==> config.mk <==
export PLATFORM = sky130hd
export DESIGN_NAME = uhd_panel_rx_flat
export DESIGN_NICKNAME = d
export VERILOG_FILES = /design/src/core/uhd_timing_pkg.sv /design/src/core/uhd_link_if.sv /design/src/core/uhd_panel_rx.sv /design/src/flat_wrapper.sv
export SDC_FILE = /design/constraint.sdc
export NUM_CORES = 1
export LEC_CHECK = 0
export ABC_AREA = 1
export CORE_MARGIN = 4
export CORE_UTILIZATION = 30
export DETAILED_ROUTE_END_ITERATION = 16
export DONT_BUFFER_PORTS = 1
export SLEW_MARGIN = 5
export SYNTH_ARGS = -nofsm -noshare
export SYNTH_HDL_FRONTEND = slang
export SYNTH_SLANG_ARGS = --single-unit
==> constraint.sdc <==
create_clock -name SYS_CLK_I -period 5 [get_ports SYS_CLK_I]
set_input_delay 1 -clock SYS_CLK_I [delete_from_list [all_inputs] [get_ports SYS_CLK_I]]
set_output_delay 1 -clock SYS_CLK_I [all_outputs]
set_load 0.01 [all_outputs]
==> src/core/uhd_timing_pkg.sv <==
// Shared constants for the panel video timing link and both of its ends
package uhd_timing_pkg;
    localparam int CLK_MHZ = 200;
    localparam int PIX_W = 30;
    localparam int LANES = 8;
    localparam int HALF_LANES = 4;
    localparam int H_W = 10;
    localparam int V_W = 12;
    localparam int GAP_W = 13;
    localparam int CNT_W = 20;
    // Active area in clock groups: 1920 pixels per half over 4 lanes
    localparam logic [H_W-1:0] H_ACT = 10'h1e0;
    localparam logic [V_W-1:0] V_ACT = 12'h870;
    localparam logic [H_W-1:0] H_TOTAL_TYP = 10'h226;
    localparam logic [V_W-1:0] V_TOTAL_TYP = 12'h8ca;
    localparam logic [GAP_W-1:0] FRAME_GAP_LINES = 13'h0008;
    // Link timing in microseconds and in clock cycles
    localparam int TRAIN_US = 500;
    localparam int L1_US = 1;
    localparam int L2_TYP_US = 1;
    localparam int L2_MAX_US = 70;
    localparam int TRAIN_CYCLES = TRAIN_US * CLK_MHZ;
    localparam int L2_TYP_CYCLES = L2_TYP_US * CLK_MHZ;
    localparam int L2_MAX_CYCLES = L2_MAX_US * CLK_MHZ;
    localparam int L1_CYCLES = L1_US * CLK_MHZ;
    localparam int LOCK_CYCLES_DEF = 1024;
    localparam logic [LANES*PIX_W-1:0] BLACK = '0;
endpackage : uhd_timing_pkg

==> src/core/uhd_link_if.sv <==
// Link between the video source and the panel receiver
`timescale 1ns/1ps
`default_nettype none
interface uhd_link_if;
    logic active_video_qualifier;
    logic training_pattern;
    logic [uhd_timing_pkg::LANES*uhd_timing_pkg::PIX_W-1:0] lane_data;
    logic link_lock_status_n;
    modport source (
        output active_video_qualifier,
        output training_pattern,
        output lane_data,
        input link_lock_status_n
    );
    modport panel (
        input active_video_qualifier,
        input training_pattern,
        input lane_data,
        output link_lock_status_n
    );
endinterface : uhd_link_if
`default_nettype wire

==> src/core/uhd_panel_rx.sv <==
// Panel receiver end: lock handshake and qualifier-only raster recovery
`timescale 1ns/1ps
`default_nettype none
// Operation
// [RQ1] Position comes only from qualifier rises
// [RQ2] First pixel after rise is left edge
// [RQ3] Rise after eight low lines starts frame
// [RQ4] Short lines or frames filled with black
// [RQ5] Source aligns qualifier with valid data
// [RQ6] Source keeps line and frame period limits
// [RQ7] Lanes 1-4 left half, 5-8 right
// [RQ8] Source trains about 500 us
// [RQ9] Source trains within 1 us of unlock
// [RQ10] Source sends data within 70 us of lock
// [RQ11] Source drives everything low when unpowered
// [RQ12] Lock status high until all lanes aligned
// [RQ13] Source retrains whenever lock status rises
module uhd_panel_rx #(
    parameter int LOCK_CYCLES = uhd_timing_pkg::LOCK_CYCLES_DEF
) (
    input wire logic SYS_CLK_I,                                   // System and pixel clock
    input wire logic RSTN_I,                                      // Synchronous reset, low
    input wire logic LINK_FAULT_I,                                // Lane alignment lost
    output logic LOCKED_O,                                        // Receiver is locked
    output logic PIX_VALID_O,                                     // Pixel group valid
    output logic FRAME_START_O,                                   // Top-left pixel pulse
    output logic [uhd_timing_pkg::H_W-1:0] COL_O,                 // Group column 0..479
    output logic [uhd_timing_pkg::V_W-1:0] ROW_O,                 // Line 0..2159
    output logic [uhd_timing_pkg::HALF_LANES*uhd_timing_pkg::PIX_W-1:0] LEFT_PIX_O,  // Left
    output logic [uhd_timing_pkg::HALF_LANES*uhd_timing_pkg::PIX_W-1:0] RIGHT_PIX_O, // Right
    uhd_link_if.panel link                                        // Serial link
);
    localparam int HW = uhd_timing_pkg::H_W;
    localparam int VW = uhd_timing_pkg::V_W;
    localparam int GW = uhd_timing_pkg::GAP_W;
    localparam int CW = uhd_timing_pkg::CNT_W;
    localparam int HPW = uhd_timing_pkg::HALF_LANES * uhd_timing_pkg::PIX_W;
    localparam logic [HW-1:0] H_LAST = uhd_timing_pkg::H_ACT - 1'b1;
    localparam logic [VW-1:0] V_LAST = uhd_timing_pkg::V_ACT - 1'b1;

    typedef enum logic [1:0] {
        LK_HUNT = 2'b01,
        LK_DONE = 2'b10
    } lock_state_e;

    typedef enum logic [3:0] {
        VS_BLANK = 4'b0001,
        VS_ACTIVE = 4'b0010,
        VS_HFILL = 4'b0100,
        VS_VFILL = 4'b1000
    } video_state_e;

    // Low time that marks a frame gap, saturating in the counter width
    function automatic logic [GW-1:0] gap_limit(input logic [HW-1:0] period);
        logic [GW+3:0] prod;
        prod = (GW+4)'(period) * (GW+4)'(uhd_timing_pkg::FRAME_GAP_LINES);
        gap_limit = (prod > (GW+4)'({GW{1'b1}})) ? {GW{1'b1}} : prod[GW-1:0];
    endfunction : gap_limit

    lock_state_e lock_reg;
    logic [CW-1:0] lock_cnt_reg;
    logic lock_n_reg;
    video_state_e vstate_reg;
    logic qual;
    logic qual_d_reg;
    logic rise;
    logic [HW-1:0] since_rise_reg;
    logic [HW-1:0] period_reg;
    logic [GW-1:0] low_cnt_reg;
    logic gap_reg;
    logic [HW-1:0] col_reg;
    logic [VW-1:0] row_reg;

    assign link.link_lock_status_n = lock_n_reg;

    // Lock needs an unbroken run of training pattern
    always_ff @(posedge SYS_CLK_I)
        if (!RSTN_I)
        begin
            lock_reg <= LK_HUNT;
            lock_cnt_reg <= '0;
        end
        else
        begin
            unique case (lock_reg)
                LK_HUNT:
                    if (!link.training_pattern || LINK_FAULT_I) lock_cnt_reg <= '0;
                    else if (lock_cnt_reg == CW'(LOCK_CYCLES - 1)) lock_reg <= LK_DONE;
                    else lock_cnt_reg <= lock_cnt_reg + 1'b1;
                LK_DONE:
                    if (LINK_FAULT_I)
                    begin
                        lock_reg <= LK_HUNT;
                        lock_cnt_reg <= '0;
                    end
            endcase
        end

    always_ff @(posedge SYS_CLK_I)
        if (!RSTN_I) lock_n_reg <= 1'b1;
        else lock_n_reg <= !(lock_reg == LK_DONE && !LINK_FAULT_I);   // [RQ12]

    always_ff @(posedge SYS_CLK_I)
        if (!RSTN_I) LOCKED_O <= 1'b0;
        else LOCKED_O <= (lock_reg == LK_DONE) && !LINK_FAULT_I;

    // Video is only trusted once locked and past training
    assign qual = link.active_video_qualifier && !lock_n_reg && !link.training_pattern;
    assign rise = qual && !qual_d_reg;                               // [RQ1]

    always_ff @(posedge SYS_CLK_I)
        if (!RSTN_I) qual_d_reg <= 1'b0;
        else qual_d_reg <= qual;

    // Line period is learnt from rise to rise; no sync inputs exist to use
    always_ff @(posedge SYS_CLK_I)
        if (!RSTN_I)
        begin
            since_rise_reg <= '0;
            period_reg <= uhd_timing_pkg::H_TOTAL_TYP;
        end
        else if (rise)
        begin
            since_rise_reg <= '0;
            if (!gap_reg) period_reg <= since_rise_reg + 1'b1;       // [RQ1]
        end
        else if (since_rise_reg != {HW{1'b1}}) since_rise_reg <= since_rise_reg + 1'b1;

    always_ff @(posedge SYS_CLK_I)
        if (!RSTN_I || qual) low_cnt_reg <= '0;
        else if (low_cnt_reg != {GW{1'b1}}) low_cnt_reg <= low_cnt_reg + 1'b1;

    always_ff @(posedge SYS_CLK_I)
        if (!RSTN_I) gap_reg <= 1'b0;
        else if (rise) gap_reg <= 1'b0;
        else if (low_cnt_reg >= gap_limit(period_reg)) gap_reg <= 1'b1; // [RQ3]

    // Raster walk; a rise overrides any fill in progress
    always_ff @(posedge SYS_CLK_I)
        if (!RSTN_I)
        begin
            vstate_reg <= VS_BLANK;
            col_reg <= '0;
            row_reg <= V_LAST;
            PIX_VALID_O <= 1'b0;
            FRAME_START_O <= 1'b0;
            COL_O <= '0;
            ROW_O <= '0;
            LEFT_PIX_O <= '0;
            RIGHT_PIX_O <= '0;
        end
        else
        begin
            PIX_VALID_O <= 1'b0;
            FRAME_START_O <= 1'b0;
            LEFT_PIX_O <= '0;
            RIGHT_PIX_O <= '0;
            if (rise)
            begin
                vstate_reg <= VS_ACTIVE;
                col_reg <= {{(HW-1){1'b0}}, 1'b1};
                row_reg <= gap_reg ? '0 : row_reg + 1'b1;           // [RQ3]
                FRAME_START_O <= gap_reg;
                PIX_VALID_O <= gap_reg || (row_reg < V_LAST);
                COL_O <= '0;                                         // [RQ2]
                ROW_O <= gap_reg ? '0 : row_reg + 1'b1;
                LEFT_PIX_O <= link.lane_data[HPW-1:0];               // [RQ7]
                RIGHT_PIX_O <= link.lane_data[2*HPW-1:HPW];
            end
            else
            begin
                unique case (vstate_reg)
                    VS_BLANK:
                        if (gap_reg && row_reg < V_LAST)
                        begin
                            vstate_reg <= VS_VFILL;                  // [RQ4]
                            row_reg <= row_reg + 1'b1;
                            col_reg <= '0;
                        end
                    VS_ACTIVE:
                        if (qual)
                        begin
                            PIX_VALID_O <= (col_reg <= H_LAST) && (row_reg <= V_LAST);
                            COL_O <= col_reg;
                            ROW_O <= row_reg;
                            LEFT_PIX_O <= link.lane_data[HPW-1:0];
                            RIGHT_PIX_O <= link.lane_data[2*HPW-1:HPW];
                            if (col_reg != {HW{1'b1}}) col_reg <= col_reg + 1'b1;
                        end
                        else if (col_reg <= H_LAST && row_reg <= V_LAST)
                        begin
                            vstate_reg <= VS_HFILL;                  // [RQ4]
                            PIX_VALID_O <= 1'b1;
                            COL_O <= col_reg;
                            ROW_O <= row_reg;
                            col_reg <= col_reg + 1'b1;
                            if (col_reg == H_LAST) vstate_reg <= VS_BLANK;
                        end
                        else vstate_reg <= VS_BLANK;
                    VS_HFILL:
                    begin
                        PIX_VALID_O <= 1'b1;                         // [RQ4]
                        COL_O <= col_reg;
                        ROW_O <= row_reg;
                        col_reg <= col_reg + 1'b1;
                        if (col_reg == H_LAST) vstate_reg <= VS_BLANK;
                    end
                    VS_VFILL:
                    begin
                        // Fill lines run back to back, faster than real lines
                        PIX_VALID_O <= 1'b1;                         // [RQ4]
                        COL_O <= col_reg;
                        ROW_O <= row_reg;
                        col_reg <= col_reg + 1'b1;
                        if (col_reg == H_LAST)
                        begin
                            col_reg <= '0;
                            if (row_reg == V_LAST) vstate_reg <= VS_BLANK;
                            else row_reg <= row_reg + 1'b1;
                        end
                    end
                endcase
            end
        end
endmodule : uhd_panel_rx
`default_nettype wire

==> src/flat_wrapper.sv <==
// flat-port wrapper written by rule: the top's interface ports become plain ports
module uhd_panel_rx_flat 
#(
    parameter int LOCK_CYCLES = uhd_timing_pkg::LOCK_CYCLES_DEF
)
  (SYS_CLK_I, RSTN_I, LINK_FAULT_I, LOCKED_O, PIX_VALID_O, FRAME_START_O, COL_O, ROW_O, LEFT_PIX_O, RIGHT_PIX_O, link_active_video_qualifier, link_training_pattern, link_lane_data, link_link_lock_status_n);
  uhd_link_if link_i ();
  input wire logic SYS_CLK_I;
  input wire logic RSTN_I;
  input wire logic LINK_FAULT_I;
  output logic LOCKED_O;
  output logic PIX_VALID_O;
  output logic FRAME_START_O;
  output logic [uhd_timing_pkg::H_W-1:0] COL_O;
  output logic [uhd_timing_pkg::V_W-1:0] ROW_O;
  output logic [uhd_timing_pkg::HALF_LANES*uhd_timing_pkg::PIX_W-1:0] LEFT_PIX_O;
  output logic [uhd_timing_pkg::HALF_LANES*uhd_timing_pkg::PIX_W-1:0] RIGHT_PIX_O;
  input wire logic [$bits(link_i.active_video_qualifier)-1:0] link_active_video_qualifier;
  input wire logic [$bits(link_i.training_pattern)-1:0] link_training_pattern;
  input wire logic [$bits(link_i.lane_data)-1:0] link_lane_data;
  output wire logic [$bits(link_i.link_lock_status_n)-1:0] link_link_lock_status_n;
  assign link_i.active_video_qualifier = link_active_video_qualifier;
  assign link_i.training_pattern = link_training_pattern;
  assign link_i.lane_data = link_lane_data;
  assign link_link_lock_status_n = link_i.link_lock_status_n;
  uhd_panel_rx #(.LOCK_CYCLES(LOCK_CYCLES)) u_core (.SYS_CLK_I(SYS_CLK_I), .RSTN_I(RSTN_I), .LINK_FAULT_I(LINK_FAULT_I), .LOCKED_O(LOCKED_O), .PIX_VALID_O(PIX_VALID_O), .FRAME_START_O(FRAME_START_O), .COL_O(COL_O), .ROW_O(ROW_O), .LEFT_PIX_O(LEFT_PIX_O), .RIGHT_PIX_O(RIGHT_PIX_O), .link(link_i));
endmodule
==> reports/results.tsv <==
metric	value	unit
status	completed	
syn_area_per_cell	7.876	um^2
number of H-tree levels	2	
# fillers	4357	
Setup crit start kind	primary input	
num ports	511	
min-delay worst type	flop to flop	
largest family of logic cells by synthesized area	simple AND/OR/NAND/NOR gates	
Worst Min Path Start	u_core.since_rise_reg[1]	
Max Clock Freq	355.4	MHz
sequential fraction of the synthesis area	55.03	%
adder-cell share of the synthesized area	1.577	%
vias in the first global route	9203	
clock tree buffer depth	3	
drt first pass iters	5	
EDFF count, synth	0	
die span in y	213.7	um
first-pass GRT wire length	52710	um
Final GP Congestion	0.8923	
Post-Synthesis Cells	1612	
post-synth top area share	55.03	%
root buffer cell	clkbuf_16	
CTS sink cnt	349	
CP Capture Type	flop	
routed wire length	36590	um
Die Wd	213.7	um
hold slack final	0.4867	ns
Yosys top cell by area	dfxtp_1	
row count	75	
relative slew slack	34.23	%
Hold Path Sink	u_core.since_rise_reg[1]	
Setup Fix Bufs, Post-CTS	0	
Period minus WS final	2.814	ns
Warnings, synthesis	0	
Area contributors post-synth	dfxtp_1 55%, inv_1 10%, nor2_1 9.8%, nand2_1 5.5%, nand3_1 3.3%	
Syn Std Cell Area	12700	um^2
CTS clk-pin slew, worst paths	0.06	ns
hold buffer count at CTS	0	
Iter 0 DRT Violations	538	
Yosys cell types	41	
period utilization	56.28	%
Hold Path Stages	2	
Clock Latency Late Sink	0.54	ns
Setup-failing EPs final	0	
Slew Limit Fails	0	
compound-gate portion of the synthesized area	5.982	%
R2R Setup Slk	2.24	ns
pin count of the biggest net entering global routing	153	
GRT Overall Usage	14.76	%
power density over the cells	463.2	nW/um^2
Slew @ Worst Pin	0.9866	ns
gr ovfl total	0	
R2R Path Start	u_core.link.link_lock_status_n	
Synth top cells by count	349 x dfxtp_1, 342 x inv_1, 332 x nor2_1, 185 x nand2_1, 84 x nand3_1	
FFs w/ async S/R, synth	0	%
Core ar.	41850	um^2
fraction of the mapped netlist area in simple logic gates	23.10	%
CP Max Fanout	152	
non-filler instance count after layout	2177	
initial antenna violation count	10	
most frequent cell after synthesis	dfxtp_1	
dpl cell area	13160	um^2
unrepaired setup endpoints after global routing	false	
Syn Nets	1873	
Area Overhead vs Synth	14.20	%
Max Clock Skew	0.01233	ns
wire length per cell	16.81	um
Initial Util	30.33	%
Post-synth top flop	dfxtp_1	
Resized Gates After CTS	0	
proportion of synthesized area in mux cells	0	%
Seq cells post-synth	349	
WS Path Type	primary input to flop	
Detailed Place HPWL	27800	um
die area	45670	um^2
Port Buffer Count	0	
TritonCTS clock tree	yes	
setup TNS	0	ns
layout cells sized above 1	6.916	%
Post-Place Cells	2106	
# nets final	1868	
leakage power	6.932	nW
vias	9659	
total CTS buffers	38	
Worst VDD drop	0.2321	mV
cell area after layout	14500	um^2
WP data arrival	3.28	ns
Remaining DRCs	0	
cell count of the worst reg-to-reg path	8	
ANT nets after route	0	
CP Data Required Time	5.47	ns
Synth Area in XOR/XNOR	1.794	%
Fin. Hold Viols	0	
max_cap viols	0	
RR Endpoint	u_core.RIGHT_PIX_O[66]	
Via density	4.437	
where the power goes:
part           total (mW)  switching (mW)  internal, mW
logic               0.744           0.498         0.245
registers            3.01           0.138          2.88
clock network        2.96            1.13          1.82
final cells by class:
| class | instances | area (um^2) | area share, % |
|---|---|---|---|
| Antenna cell | 4 | 10.01 | 0.06904 |
| Clock buffer | 52 | 1075 | 7.413 |
| Clock inverter | 15 | 251.5 | 1.735 |
| Inverter | 351 | 1318 | 9.087 |
| Multi-Input combinational cell | 862 | 4134 | 28.51 |
| Sequential cell | 349 | 6987 | 48.19 |
| Tap cell | 539 | 674.4 | 4.651 |
| Timing Repair Buffer | 5 | 50.05 | 0.3452 |
metal layers:
metal	part of all wire [%]	wire length [um]	track usage, %	vias up
met5	0.15	54	0	-
met2	45	16620	23.12	399
met4	2.3	855	4.458	8
li1	-	-	-	4838
met1	40	14800	17.99	4355
met3	12	4260	7.286	59
worst max-delay path: stages:
cell	delay, ns
nand2_1	0.03
nor2_1	0.23
nand2_2	0.45
nand2_1	0.34
nand2_8	0.49
buf_4	0.47
nor2_1	0.12
placed cells by master, fill, tap and decap left out, drive strengths merged:
cell type / count
clkbuf: 52
nand3: 89
xnor2: 8
clkinvlp: 3
o211ai: 1
diode: 4
nor3: 17
nor2: 338
xor2: 18
clkinv: 4
a211o: 1
or2: 5
bufinv: 6
o21a: 3
a22oi: 4
ha: 16
a21oi: 82
o21bai: 2
nand4: 25
nor3b: 2
buf: 5
nand2: 203
o21ai: 41
dfxtp: 349
a311oi: 1
a31oi: 4
nor4: 2
inv: 353
logic make-up after synthesis:
kind of cell | after synthesis
and+or+nand+nor | 681
AOI/OAI and AO/OA | 139
DFF | 349
xor gates and xnor gates | 26
adders and majority gates | 16
buffers and inverters | 401
worst max-delay path by stage:
stage	from	endpoint	depth (start not counted)
floorplan	link_active_video_qualifier	u_core.row_reg[0]	8
global placement	link_active_video_qualifier	u_core.LEFT_PIX_O[45]	7
detailed placement	link_active_video_qualifier	u_core.RIGHT_PIX_O[66]	7
CTS	link_active_video_qualifier	u_core.RIGHT_PIX_O[66]	7
global route	u_core.link.link_lock_status_n	u_core.RIGHT_PIX_O[66]	8
finish	link_active_video_qualifier	u_core.RIGHT_PIX_O[66]	7
per-stage QoR:
step	total power, mW	util, %	worst slack [ns]
2_1_floorplan	3.683	-	2.894
3_3_place_gp	3.815	31.45	1.800
3_5_place_dp	3.826	31.45	1.672
4_1_cts	6.816	34.62	2.246
5_1_grt	7.050	34.62	1.973
6_report	6.716	34.64	2.186
Power figures use the tool's default switching activity.
